**src/logic/smq_pkg.sv**
```systemverilog
// ----------------------------------------------------------------------------
// shared constants of the system monitor fault qualifier
// ----------------------------------------------------------------------------
package smq_pkg;

  // clock and time base
  localparam int CLK_PERIOD_PS = 5000;
  localparam int TICK_PERIOD_NS = 1000;
  localparam int TICK_CYCLES = (TICK_PERIOD_NS * 1000) / CLK_PERIOD_PS;
  localparam int TICK_DIV_W = 8;

  // qualification times in microseconds, counts in ticks
  localparam int UV_QUAL_TIME_US = 40000;
  localparam int OV_QUAL_TIME_US = 80;
  localparam int THERM_DELAY_TIME_US = 1000;
  localparam int UV_QUAL_TICKS = (UV_QUAL_TIME_US * 1000) / TICK_PERIOD_NS;
  localparam int OV_QUAL_TICKS = (OV_QUAL_TIME_US * 1000) / TICK_PERIOD_NS;
  localparam int THERM_DELAY_TICKS = (THERM_DELAY_TIME_US * 1000) / TICK_PERIOD_NS;
  localparam int QUAL_CNT_W = 24;

  // condition slots
  localparam int NUM_COND = 6;
  localparam int IDX_OV = 0;
  localparam int IDX_UV_FULL = 1;
  localparam int IDX_UV_85 = 2;
  localparam int IDX_UV_70 = 3;
  localparam int IDX_UV_55 = 4;
  localparam int IDX_THERM = 5;

  // system fault codes in status bits 0..2
  localparam logic [2:0] CODE_NONE = 3'h0;
  localparam logic [2:0] CODE_OV = 3'h1;
  localparam logic [2:0] CODE_UV_FULL = 3'h2;
  localparam logic [2:0] CODE_UV_85 = 3'h3;
  localparam logic [2:0] CODE_UV_70 = 3'h4;
  localparam logic [2:0] CODE_UV_55 = 3'h5;
  localparam logic [2:0] CODE_THERM = 3'h6;

  // register map, byte addresses
  localparam int ADDR_W = 8;
  localparam logic [7:0] REG_CTRL = 8'h00;
  localparam logic [7:0] REG_STATUS = 8'h04;
  localparam logic [7:0] REG_EVCNT = 8'h08;
  localparam int CTRL_REPORT_EN_BIT = 0;
  localparam logic CTRL_RESET_VAL = 1'b1;
  localparam int ST_CODE_LSB = 0;
  localparam int ST_MODE_BIT = 3;
  localparam int ST_INHIBIT_BIT = 4;
  localparam int ST_LINE_BIT = 5;
  localparam int ST_ACTIVE_LSB = 8;
  localparam int EVCNT_W = 16;

endpackage : smq_pkg

```
**src/logic/smq_qual_if.sv**
```systemverilog
`timescale 1ns/1ps
// ----------------------------------------------------------------------------
// one condition between the core and its qualifier
// ----------------------------------------------------------------------------
interface smq_qual_if;
  logic set_cond;
  logic clr_cond;
  logic active;
  logic changed;

  modport ctl (output set_cond, output clr_cond, input active, input changed);
  modport qual (input set_cond, input clr_cond, output active, output changed);
endinterface : smq_qual_if

```
**src/logic/smq_monitor.sv**
```systemverilog
`timescale 1ns/1ps
// Summary of operation
// [RULE1] monitor mode detected at power-up, then fixed
// [RULE2] four undervoltage levels and one overvoltage level
// [RULE3] undervoltage reported after persisting qualification time
// [RULE4] undervoltage clearance reported after same time
// [RULE5] recovery reports shallower remaining undervoltage level
// [RULE6] qualified overvoltage ends on-time, reports fault
// [RULE7] turn-on ignored until overvoltage released with hysteresis
// [RULE8] overvoltage clearance issues a status update
// [RULE9] thermal fault reported after thermal delay expires
// [RULE10] undervoltage works with overvoltage defeated
// [RULE11] status line only pulled low or released
// [RULE12] host should withhold other turn-ons during overvoltage
// [RULE13] host should repeat power-up after overvoltage
// [RULE14] fault codes in bits 0..2, clearances reported
// [RULE15] inputs synchronised, lapse restarts timer silently
// [RULE16] one status event per qualified change; changes in the same cycle share one event
module smq_monitor #(
  parameter int UV_TICKS = smq_pkg::UV_QUAL_TICKS,
  parameter int OV_TICKS = smq_pkg::OV_QUAL_TICKS,
  parameter int THERM_TICKS = smq_pkg::THERM_DELAY_TICKS
) (
  input wire logic mclk_i,
  input wire logic rst_i,
  // apb slave
  input wire logic psel_i,
  input wire logic penable_i,
  input wire logic pwrite_i,
  input wire logic [smq_pkg::ADDR_W-1:0] paddr_i,
  input wire logic [31:0] pwdata_i,
  output logic [31:0] prdata_o,
  output logic pready_o,
  output logic pslverr_o,
  // comparators behind the system monitor pin
  input wire logic mode_sense_i,
  input wire logic ov_above_cmp_i,
  input wire logic ov_release_cmp_i,
  input wire logic [3:0] uv_below_cmp_i,
  input wire logic thermal_below_cmp_i,
  // gate control
  input wire logic low_side_gate_request_i,
  input wire logic high_side_gate_request_n_i,
  output logic low_side_drive_o,
  output logic high_side_drive_o,
  // status communication logic and open-drain status line
  input wire logic status_pull_req_i,
  input wire logic status_line_i,
  output logic status_line_o,
  output logic status_line_oe_o,
  output logic status_event_o,
  output logic [2:0] status_code_o
);

  // --------------------------------------------------------------------------
  // input synchronisers and tick divider
  // --------------------------------------------------------------------------
  localparam int SYNC_W = 8;

  logic [SYNC_W-1:0] sync1_q;
  logic [SYNC_W-1:0] sync2_q;
  logic [smq_pkg::TICK_DIV_W-1:0] div_q;
  logic tick_q;

  if (smq_pkg::TICK_CYCLES < 2 || smq_pkg::TICK_CYCLES >= 2 ** smq_pkg::TICK_DIV_W)
  begin : g_bad_tick
    $error("smq_monitor: tick divider does not fit");
  end

  // first stage feeds only the second (see [RULE15]); no reset, so the
  // strap has reached the second stage by the time reset lifts
  always_ff @(posedge mclk_i)
  begin
    sync1_q <= {mode_sense_i, thermal_below_cmp_i, uv_below_cmp_i,
                ov_release_cmp_i, ov_above_cmp_i};
    sync2_q <= sync1_q;
  end

  // one-cycle enable every microsecond keeps the timers narrow
  always_ff @(posedge mclk_i)
  begin
    if (rst_i)
    begin
      div_q <= '0;
      tick_q <= 1'b0;
    end
    else
    begin
      tick_q <= (div_q == smq_pkg::TICK_DIV_W'(smq_pkg::TICK_CYCLES - 1));
      div_q <= (div_q == smq_pkg::TICK_DIV_W'(smq_pkg::TICK_CYCLES - 1)) ? '0 : div_q + 1'b1;
    end
  end

  // --------------------------------------------------------------------------
  // mode lock-in
  // --------------------------------------------------------------------------
  logic mode_locked_q;
  logic thermal_mode_q;
  logic bus_mode;
  logic therm_mode;

  // strap taken at the first edge after release, then held until the
  // next reset (see [RULE1])
  always_ff @(posedge mclk_i)
  begin
    if (rst_i)
    begin
      mode_locked_q <= 1'b0;
      thermal_mode_q <= 1'b0;
    end
    else if (!mode_locked_q)
    begin
      mode_locked_q <= 1'b1;
      thermal_mode_q <= sync2_q[7];
    end
  end

  assign bus_mode = mode_locked_q && !thermal_mode_q;
  assign therm_mode = mode_locked_q && thermal_mode_q;

  // --------------------------------------------------------------------------
  // condition qualifiers
  // --------------------------------------------------------------------------
  smq_qual_if q_if[smq_pkg::NUM_COND] ();
  logic [smq_pkg::NUM_COND-1:0] act;
  logic [smq_pkg::NUM_COND-1:0] chg;

  for (genvar g = 0; g < smq_pkg::NUM_COND; g++)
  begin : g_cond
    localparam int LIM = (g == smq_pkg::IDX_OV) ? OV_TICKS :
                         (g == smq_pkg::IDX_THERM) ? THERM_TICKS : UV_TICKS;
    if (g == smq_pkg::IDX_OV)
    begin : g_ov
      // release needs the lower hysteresis comparator (see [RULE7])
      assign q_if[g].set_cond = bus_mode && sync2_q[0]; // see [RULE2]
      assign q_if[g].clr_cond = !bus_mode || sync2_q[1];
    end
    else if (g == smq_pkg::IDX_THERM)
    begin : g_th
      assign q_if[g].set_cond = therm_mode && sync2_q[6]; // see [RULE9]
      assign q_if[g].clr_cond = !(therm_mode && sync2_q[6]);
    end
    else
    begin : g_uv
      // own comparator, so a defeated overvoltage path changes nothing here
      assign q_if[g].set_cond = bus_mode && sync2_q[g + 1]; // see [RULE10]
      assign q_if[g].clr_cond = !(bus_mode && sync2_q[g + 1]); // see [RULE4]
    end
    assign act[g] = q_if[g].active;
    assign chg[g] = q_if[g].changed;

    smq_qualifier #(
      .LIMIT(LIM)
    ) u_qual (
      .mclk_i(mclk_i),
      .rst_i(rst_i),
      .tick_i(tick_q),
      .qif(q_if[g])
    );
  end

  // --------------------------------------------------------------------------
  // fault code and status event
  // --------------------------------------------------------------------------
  logic [2:0] code_d;
  logic report_en_q;
  logic status_event_q;
  logic [2:0] status_code_q;
  logic [smq_pkg::EVCNT_W-1:0] evcnt_q;

  // overvoltage first, then the deepest undervoltage still present, so a
  // partial recovery lands on the shallower level (see [RULE5])
  always_comb
  begin
    code_d = smq_pkg::CODE_NONE;
    if (act[smq_pkg::IDX_OV])
      code_d = smq_pkg::CODE_OV; // see [RULE14]
    else if (act[smq_pkg::IDX_UV_55])
      code_d = smq_pkg::CODE_UV_55;
    else if (act[smq_pkg::IDX_UV_70])
      code_d = smq_pkg::CODE_UV_70;
    else if (act[smq_pkg::IDX_UV_85])
      code_d = smq_pkg::CODE_UV_85;
    else if (act[smq_pkg::IDX_UV_FULL])
      code_d = smq_pkg::CODE_UV_FULL;
    else if (act[smq_pkg::IDX_THERM])
      code_d = smq_pkg::CODE_THERM;
  end

  // any cycle with flips, set or clear, gives exactly one event while report enable is set (see [RULE16])
  always_ff @(posedge mclk_i)
  begin
    if (rst_i)
    begin
      status_event_q <= 1'b0;
      status_code_q <= smq_pkg::CODE_NONE;
      evcnt_q <= '0;
    end
    else
    begin
      status_code_q <= code_d;
      status_event_q <= (|chg) && report_en_q; // see [RULE3] [RULE8]
      if ((|chg) && report_en_q)
        evcnt_q <= evcnt_q + 1'b1;
    end
  end

  assign status_event_o = status_event_q;
  assign status_code_o = status_code_q;

  // the line is only ever pulled low or let go (see [RULE11])
  assign status_line_o = 1'b0;
  assign status_line_oe_o = status_pull_req_i;

  // --------------------------------------------------------------------------
  // gate inhibit
  // --------------------------------------------------------------------------
  logic ls_block_q;
  logic hs_block_q;
  logic ls_drive_q;
  logic hs_drive_q;
  logic ov_act;

  assign ov_act = act[smq_pkg::IDX_OV];

  // a request still held across the fault needs a fresh turn-on edge, so
  // the block stays until the request is withdrawn (see [RULE7])
  always_ff @(posedge mclk_i)
  begin
    if (rst_i)
    begin
      ls_block_q <= 1'b0;
      hs_block_q <= 1'b0;
    end
    else
    begin
      ls_block_q <= ov_act || (ls_block_q && low_side_gate_request_i);
      hs_block_q <= ov_act || (hs_block_q && !high_side_gate_request_n_i);
    end
  end

  // qualified overvoltage cuts both on-times at once (see [RULE6])
  always_ff @(posedge mclk_i)
  begin
    if (rst_i)
    begin
      ls_drive_q <= 1'b0;
      hs_drive_q <= 1'b0;
    end
    else
    begin
      ls_drive_q <= low_side_gate_request_i && !ov_act && !ls_block_q;
      hs_drive_q <= !high_side_gate_request_n_i && !ov_act && !hs_block_q;
    end
  end

  assign low_side_drive_o = ls_drive_q;
  assign high_side_drive_o = hs_drive_q;

  // --------------------------------------------------------------------------
  // apb registers
  // --------------------------------------------------------------------------
  logic [31:0] prdata_q;
  logic mapped;
  logic [31:0] status_word;

  assign mapped = (paddr_i == smq_pkg::REG_CTRL) || (paddr_i == smq_pkg::REG_STATUS)
                  || (paddr_i == smq_pkg::REG_EVCNT);

  always_comb
  begin
    status_word = '0;
    status_word[smq_pkg::ST_CODE_LSB +: 3] = status_code_q;
    status_word[smq_pkg::ST_MODE_BIT] = thermal_mode_q;
    status_word[smq_pkg::ST_INHIBIT_BIT] = ov_act;
    status_word[smq_pkg::ST_LINE_BIT] = status_line_i;
    status_word[smq_pkg::ST_ACTIVE_LSB +: smq_pkg::NUM_COND] = act;
  end

  // report enable steers whether qualified changes leave as events
  always_ff @(posedge mclk_i)
  begin
    if (rst_i)
      report_en_q <= smq_pkg::CTRL_RESET_VAL;
    else if (psel_i && penable_i && pwrite_i && paddr_i == smq_pkg::REG_CTRL)
      report_en_q <= pwdata_i[smq_pkg::CTRL_REPORT_EN_BIT];
  end

  // read data registered in the setup cycle, stable through the access
  always_ff @(posedge mclk_i)
  begin
    if (rst_i)
      prdata_q <= '0;
    else if (psel_i && !penable_i)
    begin
      prdata_q <= '0;
      if (paddr_i == smq_pkg::REG_CTRL)
        prdata_q[smq_pkg::CTRL_REPORT_EN_BIT] <= report_en_q;
      else if (paddr_i == smq_pkg::REG_STATUS)
        prdata_q <= status_word;
      else if (paddr_i == smq_pkg::REG_EVCNT)
        prdata_q[smq_pkg::EVCNT_W-1:0] <= evcnt_q;
    end
  end

  assign prdata_o = prdata_q;
  assign pready_o = 1'b1;
  assign pslverr_o = psel_i && penable_i && !mapped;
endmodule : smq_monitor

```
**src/logic/smq_qualifier.sv**
```systemverilog
`timescale 1ns/1ps
// ----------------------------------------------------------------------------
// persistence timer: a condition must hold for LIMIT+1 ticks to flip state
// ----------------------------------------------------------------------------
module smq_qualifier #(
  parameter int LIMIT = 80
) (
  input wire logic mclk_i,
  input wire logic rst_i,
  input wire logic tick_i,
  smq_qual_if.qual qif
);

  logic [smq_pkg::QUAL_CNT_W-1:0] cnt_q;
  logic active_q;
  logic changed_q;
  logic pending;

  if (LIMIT < 1 || LIMIT >= (2 ** smq_pkg::QUAL_CNT_W) - 1)
  begin : g_bad_limit
    $error("smq_qualifier: LIMIT out of range");
  end

  // the condition that would flip the state; the first tick may be partial,
  // so LIMIT+1 ticks guarantee at least LIMIT full tick periods
  assign pending = active_q ? qif.clr_cond : qif.set_cond;

  // any lapse restarts the timer without reporting (see [RULE15])
  always_ff @(posedge mclk_i)
  begin
    if (rst_i || !pending)
    begin
      cnt_q <= '0;
    end
    else if (tick_i)
    begin
      cnt_q <= (cnt_q == LIMIT[smq_pkg::QUAL_CNT_W-1:0]) ? '0 : cnt_q + 1'b1;
    end
  end

  // state flips and one change pulse when the timer completes
  always_ff @(posedge mclk_i)
  begin
    if (rst_i)
    begin
      active_q <= 1'b0;
      changed_q <= 1'b0;
    end
    else
    begin
      changed_q <= pending && tick_i && (cnt_q == LIMIT[smq_pkg::QUAL_CNT_W-1:0]);
      if (pending && tick_i && (cnt_q == LIMIT[smq_pkg::QUAL_CNT_W-1:0]))
      begin
        active_q <= !active_q;
      end
    end
  end

  assign qif.active = active_q;
  assign qif.changed = changed_q;
endmodule : smq_qualifier

```
**config.mk**
```make
export PLATFORM = sky130hd
export DESIGN_NAME = smq_monitor
export DESIGN_NICKNAME = d
export VERILOG_FILES = /design/src/logic/smq_pkg.sv /design/src/logic/smq_qual_if.sv /design/src/logic/smq_monitor.sv /design/src/logic/smq_qualifier.sv
export SDC_FILE = /design/constraint.sdc
export NUM_CORES = 1
export LEC_CHECK = 0
export BUFFER_PORTS_ARGS = -buffer_cell sky130_fd_sc_hd__buf_2
export CORE_MARGIN = 3
export CORE_UTILIZATION = 30
export CTS_BUF_LIST = sky130_fd_sc_hd__clkbuf_16
export DETAILED_ROUTE_END_ITERATION = 10
export MAX_ROUTING_LAYER = met4
export PLACE_DENSITY = 0.45
export SYNTH_ARGS = -nofsm -noshare
export SYNTH_HDL_FRONTEND = slang
export SYNTH_SLANG_ARGS = --single-unit
```
**constraint.sdc**
```tcl
create_clock -name mclk_i -period 2 [get_ports mclk_i]
set_input_delay 0.3 -clock mclk_i [delete_from_list [all_inputs] [get_ports mclk_i]]
set_output_delay 0.3 -clock mclk_i [all_outputs]
set_load 0.02 [all_outputs]
```
Yosys cells after proc, flatten, opt, wreduce, memory -nomap -nowiden
Index checks and enable logic that the tools add are counted.
{"block": "totals", "elab_cells": 147, "out_inout_bits": 42, "register_bits": 240, "input_bits": 57}
{"block": "op_classes", "mux": 23, "reduce_logical": 72, "n_eq_ne": 9, "add_sub_neg": 8}
{"cell": "24-bit by 1-bit adder with 24-bit output, second input constant", "n": 6}
{"cell": "24-bit two-way mux", "n": 6}
{"cell": "24-bit by 16-bit equality test with 1-bit output, second input constant", "n": 4}
{"cell": "1-bit logical AND", "n": 32}
{"cell": "16-bit two-way mux", "n": 2}
{"cell": "24-bit by 10-bit equality test with 1-bit output, second input constant", "n": 1}
{"cell": "24-bit by 7-bit equality test with 1-bit output, second input constant", "n": 1}
{"cell": "1-bit zero test", "n": 24}
{"cell": "16-bit by 1-bit adder with 16-bit output, second input constant", "n": 1}
{"cell": "15-bit two-way mux", "n": 1}
{"cell": "3-bit two-way mux", "n": 5}
{"cell": "1-bit logical OR", "n": 11}
{"cell": "1-bit two-way mux", "n": 9}
{"cell": "8-bit by 1-bit adder with 8-bit output, second input constant", "n": 1}
{"cell": "8-bit by 3-bit equality test with 1-bit output, second input constant", "n": 1}
{"cell": "8-bit by 4-bit equality test with 1-bit output, second input constant", "n": 1}
{"cell": "8-bit equality test, second input constant", "n": 1}
{"cell": "8-bit zero test", "n": 1}
{"cell": "6-bit OR reduction", "n": 1}
{"cell": "2-bit OR reduction", "n": 2}
{"cell": "4-bit OR reduction", "n": 1}

Logic depth before layout (Yosys ltp)
{"block": "logic_depth", "ltp_word": 7, "ltp_mapped": 7, "ltp_nobuf": 6}

Cells and area by module
Synthesis repeated with hierarchy kept, for this count alone.
{"block": "hier_totals", "cells_unflattened": 1179, "hier_area_um2": 10442.5}
{"module": "smq_qualifier at g_cond[1].u_qual ...", "seq_area_each_um2": 520.5, "instances": 4, "area_per_inst_um2": 1261.2, "cells_each": 144}
{"module": "smq_monitor", "seq_area_each_um2": 1361.3, "instances": 1, "area_per_inst_um2": 2807.7, "cells_each": 306}
{"module": "smq_qualifier at g_cond[5].u_qual", "seq_area_each_um2": 520.5, "instances": 1, "area_per_inst_um2": 1305.0, "cells_each": 147}
{"module": "smq_qualifier at g_cond[0].u_qual", "seq_area_each_um2": 520.5, "instances": 1, "area_per_inst_um2": 1285.0, "cells_each": 150}

Worst setup path before layout
No wires, ideal clock.
{"block": "synth_timing", "path_kind": "reg-to-reg", "start": "reg g_cond[4].u_qual.cnt_q[0] (netlist name)", "end": "reg g_cond[4].u_qual.cnt_q[0] (netlist name)", "t_required_ps": 1883, "slack_ps": -64, "setup_ps": 117, "n_path_buf": 1, "synth_period_minus_slack_ps": 2064, "t_arrival_ps": 1947, "stages_incl_launch_ff": 8, "path_cell_list": "dfxtp_1 > inv_1 > ha_1 > or3b_2 > or3_1 > o211ai_1 > buf_2 > nor2_1"}
{"block": "synth_between", "elab_chain_len": 2, "word_cells_on_any_way": 3, "classes_between": "1 x add/sub; 1 x eq/ne; 1 x mux"}
{"item": "start, declared", "line_no": "smq_qualifier.sv:14", "rtl": "logic [smq_pkg::QUAL_CNT_W-1:0] cnt_q;"}
{"item": "start signal, assigned", "line_no": "smq_qualifier.sv:37", "rtl": "cnt_q <= (cnt_q == LIMIT[smq_pkg::QUAL_CNT_W-1:0]) ? '0 : cnt_q + 1'b1;"}
{"item": "24-bit by 1-bit adder with 24-bit output or 24-bit by 16-bit equality test with 1-bit output (tied branches)", "line_no": "smq_qualifier.sv:37"}
{"item": "24-bit two-way mux *", "line_no": "smq_qualifier.sv:37"}
Every way passes the cells marked *; elsewhere a longest branch is shown, timed or not.
A chain may end at the register's enable or synchronous reset.

==> results.yml <==
critical_path:
  reg2reg_slack_ns: 0.04
  crit_path_end: "g_cond[0].u_qual.cnt_q[23]"
  crit_type: "reg2reg"
  cp_data_required_time_ns: 2.45
  cp-startpoint: "tick_q"
  timing.rr.end: "g_cond[0].u_qual.cnt_q[23]"
  r2r-start: "tick_q"
  cp.arrival_ns: 2.41
  critPathLaunchType: "flip-flop"
  worst-path-max-fanout: 13
  r2r_cells: 5
  crit_path_end_kind: "flip-flop"
global_routing:
  grtUsageTotal_pct: 14.0
  antenna_found_initial: 0
  grt_first_pass_wirelength_um: 41800
  grt_max_degree: 26
  grt-ovfl-total: 0
  grt_pass1_vias: 8343
sta:
  max_freq_ghz: 0.510
  tightest_slew_ns: 0.790
  final.setup_skew_ns: 0.00933
  fin_hold_ws_ns: 0.0333
  final_max_slew_viol_count: 0
  period_share_pct: 98.0
  finalWorstSetupSlack_ns: 0.0405
  rsz0062_at_grt: "yes"
  setup-violations-final: 0
  max-slew-margin-rel_pct: 47.1
  hold_viol_final: 0
  finalSetupTns_ns: 0
  fin_crit_ns: 1.96
route:
  antenna_left: 0
  drt-total-wl_um: 24700
  drtIter0Drc: 430
  wl_per_cell_um: 14.0
  drc: 0
  vias: 8704
  drtPass1Iterations: 4
  vias_per_cell: 4.93
logic_synthesis:
  synth-main-ff-cell: "dfxtp_1"
  syn-cell-area_sq_um: 10200
  synthTopCellsByArea: "dfxtp_1 44%, xnor2_1 4.2%, nor2_1 4.0%, xor2_1 3.7%, a21oi_1 3.7%"
  ys_seq_area_share_pct: 44.2
  synth.distinct_cells: 56
  synth-edff-count: 0
  yosysTopAreaCell: "dfxtp_1"
  yosys_register_bits: 224
  async_reset_ff_share_pct: 0
  syn_inst: 1154
  yosysTopAreaCellShare_pct: 44.2
  syn_avg_cell_area_sq_um: 8.80
  yosys_warnings: 0
place:
  numPortBuffers: 47
  place_congestion: 0.783
  post-place-ws_ns: -0.0380
  hpwl_um: 17400
final_layout:
  fin_util_pct: 38.2
  antennaDiodeCount: 0
  multi_input_comb_area_sq_um: 5370
  synthToLayoutAreaGrowth_pct: 24.0
  drive_above_1_share_pct: 19.1
  seq_area_sq_um: 4510
  final_cell_mix: "209 x dfxtp_1, 106 x nor2_1, 106 x buf_4"
  nNetsFinal: 1375
  fillers: 3339
  layout_commonest_cell: "dfxtp_1"
power_and_ir_drop:
  total_power_mw: 9.11
  vdd_drop_max_v: 0.000581
  power.density_nw_per_um2: 724
  total_leakage_power_nw: 4.18
clock_network:
  cts_tree: "built"
  cts-htree-levels: 1
  cts_root_buffer: "clkbuf_16"
  insertion_delay_ns: 0.52
  path_clk_slew_ns: 0.05
  numCtsBuffers: 27
  post_cts_buffers: 0
  clock_sinks: 224
  clock_path_buffers: 3
floorplanning:
  fp.dieH_um: 190
  initial_utilization_pct: 30.8
  die_w_um: 190
  core_area_sq_um: 32900
  die_area_sq_um: 36100
  io_pins: 99
  rows: 66
hold_path:
  hold_class: "in2reg"
  hp-start: "low_side_gate_request_i"
job:
  drv_cap: 0
outcome:
  status: "complete, no violations"
==> per-stage QoR <==
stage | cells | area, sq um
final | 1765 | 12600
after global routing | 1765 | 12600
after CTS | 1765 | 12500
after detailed placement | 1707 | 11600
after global placement | 1707 | 11600
after floorplan | 1170 | 10200
==> kinds of logic after synthesis <==
logic type,Yosys count,share of synthesized area [%]
other,2,0.0740
buffers and inverters,101,4.61
adders and majority gates,14,1.73
DFF,224,44.2
muxes,10,0.986
AOI/OAI and AO/OA,201,12.5
and+or+nand+nor,510,28.0
xor gates and xnor gates,92,7.93
==> worst max-delay path: stages (launching register included) <==
cell and delay [ns]:
dfxtp_2 0.34, buf_12 0.15, nand4_1 0.16, or4_4 0.58, or4_4 0.53, a21oi_2 0.13
==> synthesized netlist by cell type, types with 5 or more instances <==
| master | instances |
|---|---|
| dfxtp_1 | 224 |
| nor2_1 | 107 |
| a21oi_1 | 75 |
| nand2_1 | 64 |
| nand3_1 | 55 |
| nand4_1 | 50 |
| or4_1 | 50 |
| xnor2_1 | 49 |
| or3_1 | 46 |
| o21ai_0 | 43 |
| xor2_1 | 43 |
| inv_1 | 35 |
| nor3_1 | 35 |
| clkbuf_1 | 31 |
| o31ai_1 | 30 |
| nor4_1 | 26 |
| buf_4 | 19 |
| a22o_1 | 18 |
| and4_1 | 15 |
| and3_1 | 14 |
| buf_2 | 14 |
| ha_1 | 14 |
| mux2i_1 | 10 |
| nor4b_1 | 10 |
| a211oi_1 | 7 |
| a22oi_1 | 6 |
| or2_2 | 6 |
| nand2b_1 | 5 |
| nand3b_1 | 5 |
| nor4bb_1 | 5 |
==> layer usage <==
| layer | vias up | global-route usage, % | wire [um] |
|---|---|---|---|
| li1 | 4516 | - | - |
| met1 | 4042 | 19.1 | 12600 |
| met2 | 113 | 21.7 | 10800 |
| met3 | 33 | 1.99 | 823 |
| met4 | 0 | 3.50 | 520 |
| met5 | - | - | 0 |
==> worst min-delay path by stage <==
stage	end	depth (start not counted)
after floorplan	sync2_q[0]	0
after global placement	sync2_q[3]	0
after detailed placement	sync2_q[6]	0
after CTS	ls_block_q	3
after global routing	ls_block_q	3
final	ls_block_q	3
==> cell type report <==
class	instances	share of cell area, %
inverters	36	1.07
flip-flops and latches	224	35.8
repair buffers	170	9.89
clock buffers	27	5.37
clock inverters	21	0.874
multi-input cells	845	42.6
well taps	442	4.39
==> state kept, by name (all words and copies together), names as in the netlist <==
name	flops
div_q	8
evcnt_q	16
g_cond.u_qual.cnt_q	144
g_cond.u_qual.qif.active	6
g_cond.u_qual.qif.changed	6
high_side_drive_o	1
hs_block_q	1
low_side_drive_o	1
ls_block_q	1
mode_locked_q	1
prdata_o	16
report_en_q	1
status_code_o	3
status_event_o	1
sync1_q	8
sync2_q	8
thermal_mode_q	1
tick_q	1
==> where the power goes <==
part	switching (mW)	total [mW]	leakage, nW	internal (mW)
logic	0.149	0.229	1.95	0.0807
registers	0.0178	4.51	1.82	4.49
clock network	1.83	4.38	0.418	2.54
==> repair_timing <==
action / 4_1_cts / 5_1_grt
hold buffers: 10 / 0
gates resized for setup: 7 / 36
setup endpoints to repair: 44 / 101
pin swaps: 0 / 2
hold endpoints to repair: 10 / 0
(Power assumes the default switching activity.)
